$ cat config.mk
export PLATFORM = sky130hd
export DESIGN_NAME = burst_wrap_decim
export DESIGN_NICKNAME = d
export VERILOG_FILES = /design/src/verilog/bwd_pkg.sv /design/src/verilog/decim_counter.sv /design/src/verilog/burst_wrap_decim.sv
export VERILOG_INCLUDE_DIRS = /design/src /design/src/verilog
export SDC_FILE = /design/constraint.sdc
export NUM_CORES = 1
export LEC_CHECK = 0
export ABC_AREA = 1
export BUFFER_PORTS_ARGS = -buffer_cell sky130_fd_sc_hd__buf_2
export CORE_ASPECT_RATIO = 1.75
export CORE_MARGIN = 2
export CORE_UTILIZATION = 62
export CTS_BUF_LIST = sky130_fd_sc_hd__clkbuf_4
export CTS_CLUSTER_DIAMETER = 40
export DETAILED_ROUTE_END_ITERATION = 7
export PLACE_DENSITY = 0.93
export SKIP_LAST_GASP = 1
export SYNTH_ARGS = -nofsm -noshare
export SYNTH_HDL_FRONTEND = slang
export SYNTH_HIERARCHICAL = 1
export SYNTH_SLANG_ARGS = --single-unit
$ cat constraint.sdc
create_clock -name ref_clk -period 4.35 [get_ports ref_clk]
set_input_delay 0.6525 -clock ref_clk [delete_from_list [all_inputs] [get_ports ref_clk]]
set_output_delay 0.6525 -clock ref_clk [all_outputs]
set_load 0.1 [all_outputs]
$ cat src/verilog/bwd_defs.svh
// constants for the burst, wrap and decimation control block
// assumes inclusion by the package and the design modules only
`ifndef BWD_DEFS_SVH
`define BWD_DEFS_SVH
// register offset and field positions
`define BWD_CTRL_ADDR 7'h30
`define BWD_CTRL_RESET 8'h00
`define BWD_SEL_LSB 0
`define BWD_SEL_MSB 3
`define BWD_LINEAR_BIT 4
`define BWD_WRAP_SEL_BIT 5
`define BWD_RESV_BIT 6
`define BWD_BURST_BIT 7
// read pointer wrap points
`define BWD_X_LOW_ADDR 7'h0D
`define BWD_Z_HIGH_ADDR 7'h12
`define BWD_INT_FLAG_ADDR 7'h14
// fifo transaction sample counts
`define BWD_SINGLE_SAMPLES 6'h01
`define BWD_BURST_MIN 6'h02
`define BWD_BURST_MAX 6'h20
// decimation divisors per selector code
`define BWD_DIV_0 10'h001
`define BWD_DIV_1 10'h002
`define BWD_DIV_2 10'h004
`define BWD_DIV_3 10'h005
`define BWD_DIV_4 10'h008
`define BWD_DIV_5 10'h00A
`define BWD_DIV_6 10'h010
`define BWD_DIV_7 10'h014
`define BWD_DIV_8 10'h028
`define BWD_DIV_9 10'h043
`define BWD_DIV_A 10'h050
`define BWD_DIV_B 10'h064
`define BWD_DIV_C 10'h0C8
`define BWD_DIV_D 10'h0FA
`define BWD_DIV_E 10'h1F4
`define BWD_DIV_F 10'h3E8
`endif

$ cat src/verilog/bwd_pkg.sv
// types and the divisor lookup for the burst, wrap and decimation block
// assumes bwd_defs.svh is on the include path
`include "bwd_defs.svh"
package bwd_pkg;
  // decimation selector code
  typedef logic [3:0] decim_sel_t;
  // divisor count, wide enough for 1000
  typedef logic [9:0] decim_div_t;
  // fifo read transaction state
  typedef enum logic {FIFO_IDLE, FIFO_DRAIN} fifo_rd_state_t;

  // maps a selector code to its divide factor
  function automatic decim_div_t decim_divisor(input decim_sel_t sel);
    decim_div_t d;
    d = `BWD_DIV_0;
    unique case (sel)
      4'h0: d = `BWD_DIV_0;
      4'h1: d = `BWD_DIV_1;
      4'h2: d = `BWD_DIV_2;
      4'h3: d = `BWD_DIV_3;
      4'h4: d = `BWD_DIV_4;
      4'h5: d = `BWD_DIV_5;
      4'h6: d = `BWD_DIV_6;
      4'h7: d = `BWD_DIV_7;
      4'h8: d = `BWD_DIV_8;
      4'h9: d = `BWD_DIV_9;
      4'hA: d = `BWD_DIV_A;
      4'hB: d = `BWD_DIV_B;
      4'hC: d = `BWD_DIV_C;
      4'hD: d = `BWD_DIV_D;
      4'hE: d = `BWD_DIV_E;
      4'hF: d = `BWD_DIV_F;
    endcase
    return d;
  endfunction : decim_divisor
endpackage : bwd_pkg

$ cat src/verilog/decim_counter.sv
// decimating tick counter: one output strobe every n internal ticks
// assumes sample_tick is a one-cycle pulse on ref_clk from the timebase
`timescale 1ns/10ps
module decim_counter import bwd_pkg::*; (
  input wire logic ref_clk,
  input wire logic resetn,
  input wire logic sample_tick,
  input wire decim_sel_t decim_divisor_sel,
  output logic odr_strobe
);
  decim_sel_t sel_prev_reg; // selector seen last cycle
  decim_div_t cnt_reg; // ticks counted in this output period
  decim_div_t div_last; // terminal count for the selected divisor
  logic sel_chg; // selector moved this cycle

  assign div_last = decim_divisor(decim_divisor_sel) - 10'h001;
  assign sel_chg = (decim_divisor_sel != sel_prev_reg);

  // track selector for change detection
  always_ff @(posedge ref_clk or negedge resetn) begin
    if (!resetn) begin
      sel_prev_reg <= 4'h0;
    end else begin
      sel_prev_reg <= decim_divisor_sel;
    end
  end

  always_ff @(posedge ref_clk or negedge resetn) begin
    if (!resetn) begin
      cnt_reg <= 10'h000;
      odr_strobe <= 1'b0;
    end else if (sel_chg) begin
      // restart the period; a tick in this cycle is dropped
      cnt_reg <= 10'h000;
      odr_strobe <= 1'b0;
    end else if (sample_tick) begin
      if (cnt_reg >= div_last) begin
        cnt_reg <= 10'h000;
        odr_strobe <= 1'b1;
      end else begin
        cnt_reg <= cnt_reg + 10'h001;
        odr_strobe <= 1'b0;
      end
    end else begin
      odr_strobe <= 1'b0;
    end
  end
endmodule : decim_counter

$ cat src/verilog/burst_wrap_decim.sv
// control register for fifo burst reads, pointer wrap and decimation
// assumes register port, pointer and fifo strobes come from ref_clk logic
`timescale 1ns/10ps
`include "bwd_defs.svh"
// Function
// - selector zero passes every internal sample
// - codes one to four divide 2,4,5,8
// - codes five to eight divide 10,16,20,40
// - codes nine to eleven divide 67,80,100
// - codes twelve up divide 200,250,500,1000
// - front end full rate, back end decimated
// - decimation works on any base rate
// - wrap mode wraps at selected address
// - linear mode increments without wrap
// - wrap select zero: 0x12 to 0x0D
// - wrap select one: 0x14 to 0x0D
// - one sample, or 2 to 32 samples
module burst_wrap_decim import bwd_pkg::*; (
  input wire logic ref_clk,
  input wire logic resetn,
  input wire logic reg_wr_en,
  input wire logic reg_rd_en,
  input wire logic [6:0] reg_addr,
  input wire logic [7:0] reg_wdata,
  output logic [7:0] reg_rdata,
  input wire logic sample_tick,
  output logic adc_lpf_strobe,
  output logic odr_strobe,
  input wire logic addr_start,
  input wire logic [6:0] addr_start_value,
  input wire logic addr_advance,
  output logic [6:0] addr_ptr,
  input wire logic fifo_rd_start,
  input wire logic fifo_sample_done,
  input wire logic [5:0] read_count,
  output logic fifo_burst_en,
  output logic fifo_rd_active,
  output logic [5:0] fifo_samples_left
);
  logic [7:0] burst_wrap_decimation_ctrl_reg; // the control register
  decim_sel_t decim_divisor_sel; // decimation selector field
  logic linear_inc; // linear increment selector
  logic wrap_sel; // wrap point selector
  logic [6:0] wrap_addr; // address at which the pointer wraps
  logic [6:0] addr_ptr_next; // pointer after one byte
  logic [5:0] burst_len; // clamped burst sample count
  fifo_rd_state_t rd_state_reg; // fifo read transaction state

  assign decim_divisor_sel = burst_wrap_decimation_ctrl_reg[`BWD_SEL_MSB:`BWD_SEL_LSB];
  assign linear_inc = burst_wrap_decimation_ctrl_reg[`BWD_LINEAR_BIT];
  assign wrap_sel = burst_wrap_decimation_ctrl_reg[`BWD_WRAP_SEL_BIT];

  // register write; the reserved bit is held at zero
  always_ff @(posedge ref_clk or negedge resetn) begin
    if (!resetn) begin
      burst_wrap_decimation_ctrl_reg <= `BWD_CTRL_RESET;
    end else if (reg_wr_en && reg_addr == `BWD_CTRL_ADDR) begin
      burst_wrap_decimation_ctrl_reg <= reg_wdata;
      burst_wrap_decimation_ctrl_reg[`BWD_RESV_BIT] <= 1'b0;
    end
  end

  // read data; other addresses answer zero from this block
  always_ff @(posedge ref_clk or negedge resetn) begin
    if (!resetn) begin
      reg_rdata <= 8'h00;
    end else if (reg_rd_en) begin
      reg_rdata <= (reg_addr == `BWD_CTRL_ADDR) ? burst_wrap_decimation_ctrl_reg : 8'h00;
    end
  end

  // burst enable out to the fifo read path
  always_ff @(posedge ref_clk or negedge resetn) begin
    if (!resetn) begin
      fifo_burst_en <= 1'b0;
    end else begin
      fifo_burst_en <= burst_wrap_decimation_ctrl_reg[`BWD_BURST_BIT];
    end
  end

  always_ff @(posedge ref_clk or negedge resetn) begin
    if (!resetn) begin
      adc_lpf_strobe <= 1'b0;
    end else begin
      adc_lpf_strobe <= sample_tick;
    end
  end

  decim_counter u_decim (
    .ref_clk(ref_clk),
    .resetn(resetn),
    .sample_tick(sample_tick),
    .decim_divisor_sel(decim_divisor_sel),
    .odr_strobe(odr_strobe)
  );

  assign wrap_addr = wrap_sel ? `BWD_INT_FLAG_ADDR : `BWD_Z_HIGH_ADDR;

  always_comb begin
    if (!linear_inc && addr_ptr == wrap_addr) begin
      addr_ptr_next = `BWD_X_LOW_ADDR;
    end else begin
      addr_ptr_next = addr_ptr + 7'h01;
    end
  end

  // register address pointer; a new start wins over an advance
  always_ff @(posedge ref_clk or negedge resetn) begin
    if (!resetn) begin
      addr_ptr <= 7'h00;
    end else if (addr_start) begin
      addr_ptr <= addr_start_value;
    end else if (addr_advance) begin
      addr_ptr <= addr_ptr_next;
    end
  end

  always_comb begin
    if (read_count < `BWD_BURST_MIN) begin
      burst_len = `BWD_BURST_MIN;
    end else if (read_count > `BWD_BURST_MAX) begin
      burst_len = `BWD_BURST_MAX;
    end else begin
      burst_len = read_count;
    end
  end

  always_ff @(posedge ref_clk or negedge resetn) begin
    if (!resetn) begin
      rd_state_reg <= FIFO_IDLE;
      fifo_samples_left <= 6'h00;
      fifo_rd_active <= 1'b0;
    end else begin
      unique case (rd_state_reg)
        FIFO_IDLE: begin
          if (fifo_rd_start) begin
            rd_state_reg <= FIFO_DRAIN;
            fifo_rd_active <= 1'b1;
            fifo_samples_left <= fifo_burst_en ? burst_len : `BWD_SINGLE_SAMPLES;
          end
        end
        FIFO_DRAIN: begin
          if (fifo_sample_done) begin
            // last sample closes the transaction
            if (fifo_samples_left == `BWD_SINGLE_SAMPLES) begin
              rd_state_reg <= FIFO_IDLE;
              fifo_rd_active <= 1'b0;
            end
            fifo_samples_left <= fifo_samples_left - 6'h01;
          end
        end
      endcase
    end
  end

  // helper: ticks seen since the last output strobe
  logic [10:0] ticks_seen_reg;
  logic primed_reg;
  decim_sel_t sel_seen_reg;
  always_ff @(posedge ref_clk or negedge resetn) begin
    if (!resetn) begin
      ticks_seen_reg <= 11'h000;
      primed_reg <= 1'b0;
      sel_seen_reg <= 4'h0;
    end else begin
      sel_seen_reg <= decim_divisor_sel;
      if (decim_divisor_sel != sel_seen_reg) begin
        primed_reg <= 1'b0;
        ticks_seen_reg <= 11'h000;
      end else if (odr_strobe) begin
        primed_reg <= 1'b1;
        ticks_seen_reg <= sample_tick ? 11'h001 : 11'h000;
      end else if (sample_tick) begin
        ticks_seen_reg <= ticks_seen_reg + 11'h001;
      end
    end
  end
endmodule : burst_wrap_decim

# Word level (Yosys, flattened, before mapping)
# Memory sizes are Yosys's and may differ from the RTL's.
# Cells that the tools add are included.
[totals]
ramBits = 0
input_bits = 37
reg_bits = 47
output_inout_bits = 25
wordCells = 59
mem_count = 1
latchBits = 0
mem_bits_ro = 160
[classes]
n_lt_le_gt_ge = 3
add_sub_neg = 4
bitwise_logic = 1
n_eq_ne = 7
mux = 25
shifts = 0
reduce_logical = 7
div = 0
n_mul = 0
[mem_list]
columns = ["memory", "depth", "width", "read_ports", "rd_clocked_by_memory_dff", "wr", "line", "rtl"]
rows = [
  ["(name not given)", 16, 10, 1, 0, 0, "bwd_pkg.sv:16", "unique case (sel)"],
]
[op_table]
columns = ["operator", "n"]
rows = [
  ["$mux 10", 3],
  ["$mux 6", 5],
  ["$mux 7", 3],
  ["$pmux 6 s2", 1],
  ["$add 10x1->10 const B", 1],
  ["$ge 10x10->1", 1],
  ["$sub 10x1->10 const B", 1],
  ["$mux 1", 9],
  ["$mux 8", 1],
  ["$add 7x1->7 const B", 1],
  ["$eq 7x5->1", 1],
  ["$eq 7x6->1 const B", 1],
  ["$eq 6x1->1 const B", 1],
  ["$gt 6x6->1 const B", 1],
  ["$lt 6x2->1 const B", 1],
  ["$sub 6x1->6 const B", 1],
  ["$ne 2x2->1 const B", 2],
  ["$ne 4x4->1", 1],
  ["$pmux 1 s2", 2],
  ["$reduce_bool 2->1", 2],
  ["$mux 3", 1],
  ["$reduce_and 3->1", 1],
  ["$logic_and 1x1->1", 2],
  ["$ne 2x1->1 const B", 1],
  ["other kinds (3)", 3],
]

# Longest topological paths before layout
# Gate-level depths: netlist of run 1.
[depth]
word_depth = 6
mapped_depth = 20
mapped_depth_nobuf = 20

# Hierarchy
# Netlist of run 1, hierarchy kept.
[modules_own_cells]
columns = ["mod", "n_inst", "cells_each", "area_each_um2", "seq_area_each_um2"]
rows = [
  ["burst_wrap_decim", 1, 221, 1694.1, 775.7],
  ["decim_counter", 1, 214, 1398.8, 375.4],
]

# Least setup slack after synthesis of run 1
# Ideal clock, no wire load.
[synth_timing]
kind = "register to register"
start = "reg burst_wrap_decimation_ctrl_reg[1]"
end = "reg u_decim.cnt_reg[8]"
t_arrival_ps = 2648
slack_ps = 1637
path_stages_with_launch = 21
period_less_slack_ps = 2713
required_time_ps = 4285
setup_ps = 65
n_path_buf = 0
cell_sequence = "dfrtp_1 > inv_1 > ha_1 > inv_1 > nor2_1 > nor3_1 > inv_1 > ha_1 > nand3_2 > xor2_1 > inv_1 > ha_1 > nand2_1 > inv_1 > nand2_1 > nand2_1 > nand2_1 > nand3_1 > nor2_1 > nand3_1 > nand2_1"
[synth_via]
elab_chain_len = 6
word_cells_on_any_way = 8
classes_between = "1 x add/sub; 1 x order compare; 1 x eq/ne; 3 x mux; 1 x reduce/logical; 1 x memory"
[synth_lines]
columns = ["element", "line", "rtl"]
rows = [
  ["start: declaration", "burst_wrap_decim.sv:40", "logic [7:0] burst_wrap_decimation_ctrl_reg;"],
  ["start signal: assignment", "burst_wrap_decim.sv:56", "burst_wrap_decimation_ctrl_reg <= `BWD_CTRL_RESET;"],
  ["start signal: assignment", "burst_wrap_decim.sv:58", "burst_wrap_decimation_ctrl_reg <= reg_wdata;"],
  ["$mem_v2 16x10", "-", ""],
  ["$sub 10x1->10", "decim_counter.sv:16", "assign div_last = decim_divisor(decim_divisor_sel) - 10'h001;"],
  ["$ge 10x10->1", "decim_counter.sv:37", "if (cnt_reg >= div_last) begin"],
  ["$mux 10", "decim_counter.sv:37", ""],
  ["$mux 10", "decim_counter.sv:36", "end else if (sample_tick) begin"],
  ["$mux 10", "decim_counter.sv:32", "end else if (sel_chg) begin"],
  ["end signal: assignment", "decim_counter.sv:41", "cnt_reg <= cnt_reg + 10'h001;"],
  ["end: declaration", "decim_counter.sv:12", "decim_div_t cnt_reg;"],
]
# Parallel ways exist; a longest one is shown, timed or not. The select of a mux whose other input is x is not followed.
# A chain may end at the register's enable or synchronous reset.

# Worst setup path after layout of run 1
[layout_timing]
start = "reg burst_wrap_decimation_ctrl_reg[1]"
end = "reg u_decim.cnt_reg[1]"
# Same word-level chain as after synthesis.

==> results of run 1 <==
## power breakdown
group          switching, uW  internal (uW)
combinational            603            184
clock                    153           69.1
sequential              79.2            490
total                    835            743
## worst max-delay path, cell delays in order, from the launching register on
cell and delay (ns):
dfrtp_1 0.54, inv_1 0.13, ha_1 0.28, inv_1 0.09, nor2_1 0.04, nor3_1 0.25, inv_1 0.11, ha_1 0.25
nand3_2 0.10, nor2_1 0.07, a21oi_1 0.16, ha_1 0.26, nand2_1 0.10, a21oi_1 0.05, nor2_1 0.12, nand3_1 0.21
nor2_1 0.25, nand3_1 0.11, nand2_1 0.08
## cells in the mapped netlist, drive strengths merged (3+ instances only)
master / n / area (sq um)
nand2: 143 / 562
inv: 64 / 245
nor2: 55 / 239
dfrtp: 46 / 1150
nand3: 36 / 190
ha: 19 / 238
o21ai: 18 / 90.1
a21oi: 8 / 40.0
o22ai: 8 / 50.1
buf: 6 / 51.3
xor2: 6 / 60.1
a22oi: 5 / 37.5
nand4: 4 / 25.0
xnor2: 4 / 35.0
nand3b: 3 / 22.5
## worst max path at each step
| stage | start | to | slack, ns | depth (start not counted) |
|---|---|---|---|---|
| 2_1_floorplan | burst_wrap_decimation_ctrl_reg[1] | u_decim/cnt_reg[8] | 1.64 | 20 |
| 3_3_place_gp | burst_wrap_decimation_ctrl_reg[1] | u_decim/cnt_reg[8] | 1.30 | 20 |
| 3_5_place_dp | burst_wrap_decimation_ctrl_reg[1] | u_decim/cnt_reg[1] | 1.17 | 20 |
| 4_1_cts | burst_wrap_decimation_ctrl_reg[1] | u_decim/cnt_reg[1] | 1.10 | 18 |
| 5_1_grt | burst_wrap_decimation_ctrl_reg[1] | u_decim/cnt_reg[1] | 0.78 | 18 |
| 6_report | burst_wrap_decimation_ctrl_reg[1] | u_decim/cnt_reg[1] | 1.08 | 18 |
## logic make-up (layout without fill, tap and decap cells)
family / count (synthesis) / in the layout
adders and majority gates: 19 / 19
and+or+nand+nor: 244 / 244
DFF: 46 / 46
AOI/OAI and AO/OA: 43 / 43
xor gates and xnor gates: 10 / 10
other: 1 / 1
buffers and inverters: 72 / 131
## layout make-up
class	instances	share of cell area (%)
Multi-Input combinational cell	317	47.3
Sequential cell	46	33.2
Timing Repair Buffer	59	8.53
Inverter	64	7.08
Tap cell	54	1.95
Clock buffer	5	1.08
Clock inverter	3	0.795
## stage by stage
step / hold WS, ns / instance area, sq um / power [uW]
final: 0.419 / 3460 / 1580
after global routing: 0.458 / 3460 / 1680
after CTS: 0.443 / 3460 / 1580
after detailed placement: 0.412 / 3400 / 1360
after global placement: 0.396 / 3400 / 1340
after floorplan: 0.357 / 3090 / 1200
## routing by layer
layer	vias to the layer above	share of wire, %	wire (um)	track usage [%]
met3	24	4.1	277	4.66
met5	-	0	0	0
met4	0	2.9	199	10.2
li1	1484	-	-	-
met2	72	56	3850	49.6
met1	1348	37	2500	25.6
==> flow_metrics.py, run 1 <==
metrics = {
    "timing": {
        "relSlewSlack_pct": 33.2,
        "finalCritPeriodShare_pct": 75.3,
        "min_period_ns": 3.27,
        "worst_slack_ns": 1.08,
        "setup_violations": 0,
        "setup_tns_ns": 0,
        "worst_slew_pin_slew_ns": 1.00,
        "clock_skew_ns": 0.00682,
        "drv_slew": 0,
        "rsz0062_at_grt": "no",
        "final-hold-violation-count": 0,
        "max_freq_ghz": 0.305,
    },
    "placement": {
        "gpl.final_weighted_congestion": 0.868,
        "dp_hpwl_um": 5410,
        "pre_cts_ws_ns": 1.17,
        "placed_cells": 540,
        "io_buffers": 59,
    },
    "synthesis": {
        "muxShareOfSynthArea_pct": 0,
        "yosysSeqAreaShare_pct": 37.2,
        "ys_types": 33,
        "synth_nets": 491,
        "synth_seq_cells": 46,
        "synth_top_family_by_area": "simple AND/OR/NAND/NOR gates",
        "synth-edff-count": 0,
        "synth_compound_area_share_pct": 7.97,
        "syn_inst": 435,
        "yosys_warnings": 6,
        "syn_area_sq_mm": 0.00309,
        "async_reset_ff_share_pct": 100,
        "synthFlopType": "dfrtp_1",
        "synthSimpleGateAreaFrac_pct": 34.1,
        "synth_xor_area_share_pct": 3.07,
        "synth_fa_ha_area_share_pct": 7.69,
        "syn_area_per_cell_sq_um": 7.11,
    },
    "finish": {
        "multi_input_area_sq_mm": 0.00164,
        "nets": 549,
        "final_cell_mix": "137 x nand2_1, 59 x buf_2, 57 x inv_1",
        "seqCellArea_sq_mm": 0.00115,
        "final_common_cell": "nand2_1",
        "antenna_cells": 0,
        "largest_register_ffs": 10,
        "utilization_pct": 70.8,
        "fillCellCount": 384,
        "area_delta_synth_final_pct": 11.9,
        "fin_cells": 548,
        "drive_above_1_share_pct": 18.6,
    },
    "floorplan": {
        "die_h_um": 97.4,
        "pin_count": 62,
        "dieArea_sq_mm": 0.00559,
        "start_util_pct": 63.2,
        "core_area_sq_mm": 0.00489,
        "fp.dieW_um": 57.4,
        "fp-row-count": 34,
    },
    "pwr": {
        "pwr_density_cell_mw_per_mm2": 456,
        "vdd_drop_max_mv": 0.467,
        "p_leak_uw": 0.00192,
    },
    "drt": {
        "vias": 2928,
        "vias_per_cell": 5.34,
        "drc": 0,
        "wirelength_um": 6830,
        "firstDrtPassIters": 4,
        "post_drt_wl_per_cell_um": 12.5,
        "antenna_left": 0,
        "drt-initial-drc-count": 90,
    },
    "global_route": {
        "grt_usage_pct": 25.8,
        "antenna_found_initial": 0,
        "grt_max_degree": 47,
        "grt_remaining_overflow": 0,
        "grt_pass1_wl_um": 11700,
        "grt_pass1_vias": 2920,
    },
    "setup_path": {
        "crit_type": "register to register",
        "crit_required_ns": 4.66,
        "startpoint_type": "register",
        "regToRegEndpoint": "u_decim/cnt_reg[1]",
        "endpoint_kind": "register",
        "reg2reg_from": "burst_wrap_decimation_ctrl_reg[1]",
        "path_max_fanout": 10,
        "cp.arrival_ns": 3.59,
        "ff2ff_setup_slack_ns": 1.08,
        "reg2reg_depth": 18,
    },
    "clocking": {
        "cts_tree": "done",
        "cts.sinks": 46,
        "ctsHtreeMaxLevel": 2,
        "cts_buffers": 5,
        "cts_buffer_depth": 2,
        "insertion_delay_ns": 0.37,
        "cts_resized": 0,
        "clk_pin_slew_worst_paths_ns": 0.15,
        "cts_hold_buf": 0,
        "postCtsSetupRepairBufs": 0,
        "cts-root-buf": "clkbuf_4",
    },
    "run": {
        "cap_violations": 0,
    },
    "run_status": {
        "status": "complete, no violations",
    },
    "min_path": {
        "hold_class": "primary input to asynchronous set/reset pin",
    },
}
(Power assumes the default switching activity.)
==> run 2: changes to the inputs <==
--- a/config.mk
+++ b/config.mk
@@ -6,15 +6,15 @@
 export SDC_FILE = /design/constraint.sdc
 export NUM_CORES = 1
 export LEC_CHECK = 0
-export ABC_AREA = 1
+export ABC_AREA = 0
 export BUFFER_PORTS_ARGS = -buffer_cell sky130_fd_sc_hd__buf_2
 export CORE_ASPECT_RATIO = 1.75
 export CORE_MARGIN = 2
-export CORE_UTILIZATION = 62
+export CORE_UTILIZATION = 57
 export CTS_BUF_LIST = sky130_fd_sc_hd__clkbuf_4
 export CTS_CLUSTER_DIAMETER = 40
 export DETAILED_ROUTE_END_ITERATION = 7
-export PLACE_DENSITY = 0.93
+export PLACE_DENSITY = 0.87
 export SKIP_LAST_GASP = 1
 export SYNTH_ARGS = -nofsm -noshare
 export SYNTH_HDL_FRONTEND = slang
==> constraint.sdc (replaced) <==
create_clock -name ref_clk -period 3.2 [get_ports ref_clk]
set_input_delay 0.48 -clock ref_clk [delete_from_list [all_inputs] [get_ports ref_clk]]
set_output_delay 0.48 -clock ref_clk [all_outputs]
set_load 0.1 [all_outputs]
==> flow_metrics.py, run 2 <==
metrics = {
    "synthesis": {
        "ys_types": 63,
        "synth.area.top_cells": "dfrtp_1 38%, ha_1 7.8%, nand2_1 3.4%",
        "synth_top_area_cell": "dfrtp_1",
        "syn_area_sq_mm": 0.00306,
        "synth_most_common_cell": "dfrtp_1",
        "synth_commonest_cells": "46 x dfrtp_1, 28 x nand2_1, 19 x ha_1, 18 x a21oi_1",
        "synth_nets": 376,
        "syn_inst": 320,
        "async_reset_ff_share_pct": 100,
        "syn_area_per_cell_sq_um": 9.55,
        "synth-edff-count": 0,
        "synth.top_cell.area_share_pct": 37.7,
        "synth_seq_cells": 46,
        "synthFlopType": "dfrtp_1",
        "yosys_warnings": 6,
        "yosysSeqAreaShare_pct": 37.7,
    },
    "setup_path": {
        "path_cells": "inv_2 -> ha_4 -> o21ai_2 -> nand2b_1 -> ha_4 -> nor2b_4 -> o311ai_4 -> a21oi_2 -> mux2i_1 -> o311ai_2 -> ha_2 -> a21oi_2 -> nor2_2 -> a211oi_4 -> buf_12 -> o21ai_0 -> a211oi_1",
        "cp_top_family": "compound AO/OA/AOI/OAI gates",
        "crit_type": "register to register",
        "endpoint_kind": "register",
        "regToRegEndpoint": "u_decim/cnt_reg[2]",
        "path_depth": 17,
        "crit_path_top_delay_cell": "dfrtp_1",
        "ff2ff_setup_slack_ns": -0.09,
        "crit_start": "burst_wrap_decimation_ctrl_reg[0]",
        "crit_buf_inv": 2,
        "startpoint_type": "register",
        "crit_required_ns": 3.49,
        "reg2reg_depth": 17,
        "cp.arrival_ns": 3.58,
        "slowest_delay_ns": 0.44,
        "critPathCapture": "u_decim/cnt_reg[2]",
        "reg2reg_from": "burst_wrap_decimation_ctrl_reg[0]",
        "path_max_fanout": 7,
    },
    "placement": {
        "io_buffers": 59,
        "gpl.final_weighted_congestion": 0.823,
        "dpl_cell_area_sq_mm": 0.00343,
        "pre_cts_ws_ns": -0.0895,
        "dp_hpwl_um": 5270,
    },
    "drt": {
        "vias_per_cell": 6.51,
        "wirelength_um": 7500,
        "post_drt_wl_per_cell_um": 17.1,
        "vias": 2859,
        "drt-initial-drc-count": 128,
        "firstDrtPassIters": 4,
        "drc": 0,
        "antenna_left": 0,
    },
    "clocking": {
        "cts-root-buf": "clkbuf_4",
        "cts_buffer_depth": 2,
        "ctsHtreeMaxLevel": 2,
        "cts.sinks": 46,
        "cts_tree": "done",
        "cts_buffers": 5,
        "clk_pin_slew_worst_paths_ns": 0.16,
        "insertion_delay_ns": 0.38,
    },
    "floorplan": {
        "fp-row-count": 35,
        "start_util_pct": 58.6,
        "die_h_um": 101,
        "pin_count": 62,
        "fp.dieW_um": 59.3,
        "dieArea_sq_mm": 0.00599,
        "core_area_sq_mm": 0.00521,
    },
    "finish": {
        "antenna_cells": 0,
        "final_cell_mix": "59 x buf_2, 46 x dfrtp_1, 28 x nand2_1",
        "nets": 439,
        "area_delta_synth_final_pct": 19.2,
        "utilization_pct": 69.9,
        "final_common_cell": "buf_2",
        "largest_register_ffs": 10,
        "drive_above_1_share_pct": 30.2,
        "stdcell_area_sq_mm": 0.00364,
    },
    "pwr": {
        "power.share.clock_pct": 13.6,
        "p_sw_share_pct": 50.7,
        "pwr_density_cell_mw_per_mm2": 635,
        "p_leak_uw": 0.00165,
        "pwr-share-comb_pct": 52.9,
        "vdd_drop_max_mv": 0.421,
        "p_seq_share_pct": 33.5,
        "internal_power_uw": 1140,
        "netSwitchingPower_uw": 1170,
        "power_uw": 2310,
    },
    "timing": {
        "final-hold-violation-count": 0,
        "setup_violations": 10,
        "worst_slack_ns": -0.0910,
        "worst_slew_pin_slew_ns": 1.02,
        "min_period_ns": 3.29,
        "timing.hold.ws_ns": 0.235,
        "finalCritPeriodShare_pct": 103,
        "relSlewSlack_pct": 32.0,
        "drv_slew": 0,
        "clock_skew_ns": 0.0140,
        "rsz0062_at_grt": "yes",
        "max_freq_ghz": 0.304,
    },
    "global_route": {
        "antenna_found_initial": 0,
        "grt_usage_pct": 25.7,
        "grt_pass1_vias": 2752,
        "grt_pass1_wl_um": 12000,
        "grt_max_degree": 47,
        "grt_remaining_overflow": 0,
    },
    "min_path": {
        "hold_class": "primary input to asynchronous set/reset pin",
    },
    "run_status": {
        "status": "finished, violations left",
        "failed_checks": "negative setup slack",
    },
    "run": {
        "cap_violations": 0,
    },
}
## run 2: cell count changes in the layout (fill, tap and decap cells not counted), sizes merged, moves of 8 or more
cell | before | now
nand2 | 143 | 28
inv | 66 | 17
nor2 | 55 | 14
nand3 | 36 | 11
buf | 59 | 72
a21oi | 8 | 20
nor3 | 2 | 11
mux2 | 0 | 8
## run 2: kinds of logic after synthesis
| family | after synthesis | share of synthesized area, % |
|---|---|---|
| flip-flops | 46 | 37.7 |
| multiplexers | 13 | 4.59 |
| buffers and inverters | 33 | 5.45 |
| AND/OR/NAND/NOR | 106 | 19.4 |
| adder cells (fa/ha/maj) | 19 | 7.78 |
| AO/OA/AOI/OAI | 88 | 21.0 |
| XOR/XNOR | 14 | 4.01 |
| other | 1 | 0.123 |
## run 2: power by group through the flow
stage	sequential [uW]	clock (uW)	combinational [uW]
floorplan	1170	0	506
global placement	779	0	1100
detailed placement	783	0	1130
CTS	771	318	1140
global route	789	344	1300
finish	775	315	1220
## run 2: final cells by class
| class | instances | area (sq um) |
|---|---|---|
| fill | 389 | 1570 |
| multi-input combinational | 241 | 1850 |
| clock buffer | 5 | 37.5 |
| clock inverter | 3 | 28.8 |
| tap | 55 | 68.8 |
| timing repair buffer | 73 | 443 |
| inverter | 16 | 60.1 |
| sequential | 46 | 1150 |
## run 2: how the worst min path moves through the flow
stage,depth (start not counted),end,startpoint
global route,2,burst_wrap_decimation_ctrl_reg[7],reg_wdata[7]
floorplan,0,adc_lpf_strobe,resetn
finish,1,u_decim/cnt_reg[2],resetn
CTS,1,u_decim/cnt_reg[2],resetn
global placement,0,fifo_burst_en,burst_wrap_decimation_ctrl_reg[7]
detailed placement,0,fifo_burst_en,burst_wrap_decimation_ctrl_reg[7]
## run 2: routing by layer
layer	part of all wire (%)	global-route usage [%]	routed length (um)	up-vias
li1	-	-	-	1320
met1	36	27.7	2720	1380
met2	55	46.5	4130	135
met3	5.6	4.11	418	24
met4	3.1	12.6	235	0
met5	0	0	0	-
## run 2: timing repair
| item | CTS | global route |
|---|---|---|
| gates cloned | 0 | 1 |
| resized for setup | 2 | 19 |
| pin swaps | 1 | 11 |
| hold buffers | 0 | 0 |
| buffers inserted | 1 | 2 |
| endpoints found under the setup margin | 11 | 11 |
## run 2: metrics by stage
| stage | setup TNS (ns) | std cells |
|---|---|---|
| after CTS | -0.00508 | 436 |
| after global placement | 0 | 427 |
| after global routing | -2.84 | 439 |
| final | -0.499 | 439 |
| after detailed placement | -0.532 | 427 |
| after floorplan | 0 | 320 |
==> run 3: changes to the inputs <==
--- a/config.mk
+++ b/config.mk
@@ -15,6 +15,7 @@
 export CTS_CLUSTER_DIAMETER = 40
 export DETAILED_ROUTE_END_ITERATION = 7
 export PLACE_DENSITY = 0.87
+export REMOVE_ABC_BUFFERS = 1
 export SKIP_LAST_GASP = 1
 export SYNTH_ARGS = -nofsm -noshare
 export SYNTH_HDL_FRONTEND = slang
==> flow_metrics.py, run 3 (synthesis gave the netlist of run 2 again) <==
metrics = {
    "clocking": {
        "cts_buffer_depth": 2,
        "cts_hold_buf": 0,
        "cts-root-buf": "clkbuf_4",
        "clk_pin_slew_worst_paths_ns": 0.16,
        "ctsHtreeMaxLevel": 2,
        "insertion_delay_ns": 0.37,
        "cts.sinks": 46,
        "cts_tree": "done",
        "cts_buffers": 5,
    },
    "floorplan": {
        "fp.dieW_um": 59.3,
        "pin_count": 62,
        "fp-row-count": 35,
        "core_area_sq_mm": 0.00521,
        "die_h_um": 101,
        "start_util_pct": 58.6,
        "dieArea_sq_mm": 0.00599,
    },
    "timing": {
        "worst_slew_pin_slew_ns": 0.992,
        "min_period_ns": 3.31,
        "drv_slew": 0,
        "final-hold-violation-count": 0,
        "finalCritPeriodShare_pct": 103,
        "max_freq_ghz": 0.302,
        "rsz0062_at_grt": "yes",
        "clock_skew_ns": 0.0151,
        "worst_slack_ns": -0.110,
        "relSlewSlack_pct": 33.9,
        "setup_tns_ns": -0.579,
        "timing.hold.ws_ns": 0.253,
        "setup_violations": 11,
    },
    "setup_path": {
        "reg2reg_depth": 16,
        "crit_type": "register to register",
        "path_max_fanout": 7,
        "regToRegEndpoint": "u_decim/cnt_reg[6]",
        "startpoint_type": "register",
        "ff2ff_setup_slack_ns": -0.11,
        "cp.arrival_ns": 3.61,
        "endpoint_kind": "register",
        "crit_required_ns": 3.50,
        "reg2reg_from": "burst_wrap_decimation_ctrl_reg[0]",
    },
    "pwr": {
        "p_seq_share_pct": 33.6,
        "pwr_density_cell_mw_per_mm2": 628,
        "netSwitchingPower_uw": 1170,
        "internal_power_uw": 1140,
        "p_leak_uw": 0.00166,
        "p_sw_share_pct": 50.7,
        "power.share.clock_pct": 13.5,
        "pwr-share-comb_pct": 52.9,
        "vdd_drop_max_mv": 0.370,
    },
    "placement": {
        "pre_cts_ws_ns": -0.127,
        "placed_cells": 427,
        "gpl.final_weighted_congestion": 0.791,
        "dp_hpwl_um": 4860,
        "io_buffers": 59,
    },
    "run": {
        "cap_violations": 0,
    },
    "drt": {
        "firstDrtPassIters": 5,
        "vias": 2852,
        "vias_per_cell": 6.44,
        "post_drt_wl_per_cell_um": 17.0,
        "wirelength_um": 7540,
        "drt-initial-drc-count": 99,
        "drc": 0,
        "antenna_left": 0,
    },
    "finish": {
        "area_delta_synth_final_pct": 19.9,
        "largest_register_ffs": 10,
        "utilization_pct": 70.3,
        "final_common_cell": "buf_2",
        "drive_above_1_share_pct": 31.7,
        "fin_cells": 443,
        "antenna_cells": 0,
        "fillCellCount": 355,
        "nets": 443,
        "final_cell_mix": "59 x buf_2, 46 x dfrtp_1, 28 x nand2_1",
    },
    "run_status": {
        "failed_checks": "negative setup slack",
        "status": "finished, violations left",
    },
    "global_route": {
        "grt_pass1_vias": 2746,
        "antenna_found_initial": 0,
        "grt_usage_pct": 25.0,
        "grt_max_degree": 47,
        "grt_pass1_wl_um": 11700,
        "grt_remaining_overflow": 0,
    },
    "min_path": {
        "hold_class": "primary input to asynchronous set/reset pin",
    },
}
[run 3: power by group through the flow]
stage / combinational, uW / clock, uW / sequential [uW]
after floorplan: 438 / 0 / 1180
after global placement: 1090 / 0 / 779
after detailed placement: 1110 / 0 / 782
after CTS: 1160 / 319 / 771
after global routing: 1290 / 341 / 786
final: 1220 / 310 / 772
[run 3: what timing repair did]
item	4_1_cts	5_1_grt
pin swaps	12	16
setup buffers	6	2
setup endpoints to repair	11	11
gates cloned	1	0
resized for setup	16	12
endpoints found under the hold margin	0	0
[run 3: how the worst max path moves through the flow]
stage / start / endpoint / slack (ns) / cells after the start
finish: burst_wrap_decimation_ctrl_reg[0] / u_decim/cnt_reg[6] / -0.11 / 16
global route: burst_wrap_decimation_ctrl_reg[0] / u_decim/cnt_reg[6] / -0.19 / 15
CTS: burst_wrap_decimation_ctrl_reg[0] / u_decim/cnt_reg[2] / 0.005 / 18
detailed placement: burst_wrap_decimation_ctrl_reg[0] / u_decim/cnt_reg[8] / -0.13 / 17
global placement: burst_wrap_decimation_ctrl_reg[0] / u_decim/cnt_reg[8] / 0.02 / 17
floorplan: burst_wrap_decimation_ctrl_reg[1] / u_decim/cnt_reg[5] / -0.22 / 16
[run 3: layout make-up]
type                    count  area, sq um  share of cell area (%)
flip-flops and latches     46         1150                    31.4
clock buffers               5         37.5                    1.02
multi-input cells         241         1860                    50.7
well taps                  55         68.8                    1.88
clock inverters             3         28.8                   0.786
repair buffers             77          459                    12.5
inverters                  16         60.1                    1.64
[run 3: metrics by stage]
step                      area, sq um  power, uW
after floorplan                  2950       1620
after global placement           3410       1870
after detailed placement         3410       1900
after CTS                        3610       2250
after global routing             3660       2420
final                            3660       2300
[run 3: critical path, cell delays in order, from the launching register on]
cell and delay, ns:
dfrtp_1 0.44, buf_4 0.15, buf_4 0.16, ha_1 0.29
mux2i_2 0.25, o311ai_4 0.18, a21oi_4 0.21, mux2i_1 0.21
o311ai_1 0.14, ha_2 0.20, a21oi_2 0.14, nor2_2 0.08
a211oi_4 0.29, buf_12 0.16, buf_4 0.11, o221ai_1 0.10
a21oi_1 0.14
[run 3: layer usage]
| layer | GRT usage (%) | up-vias | share of wire [%] |
|---|---|---|---|
| met4 | 13.5 | 0 | 3.4 |
| met2 | 45.5 | 131 | 55 |
| met1 | 25.5 | 1370 | 36 |
| met5 | 0 | - | 0 |
| met3 | 5.13 | 29 | 5.3 |
| li1 | - | 1322 | - |
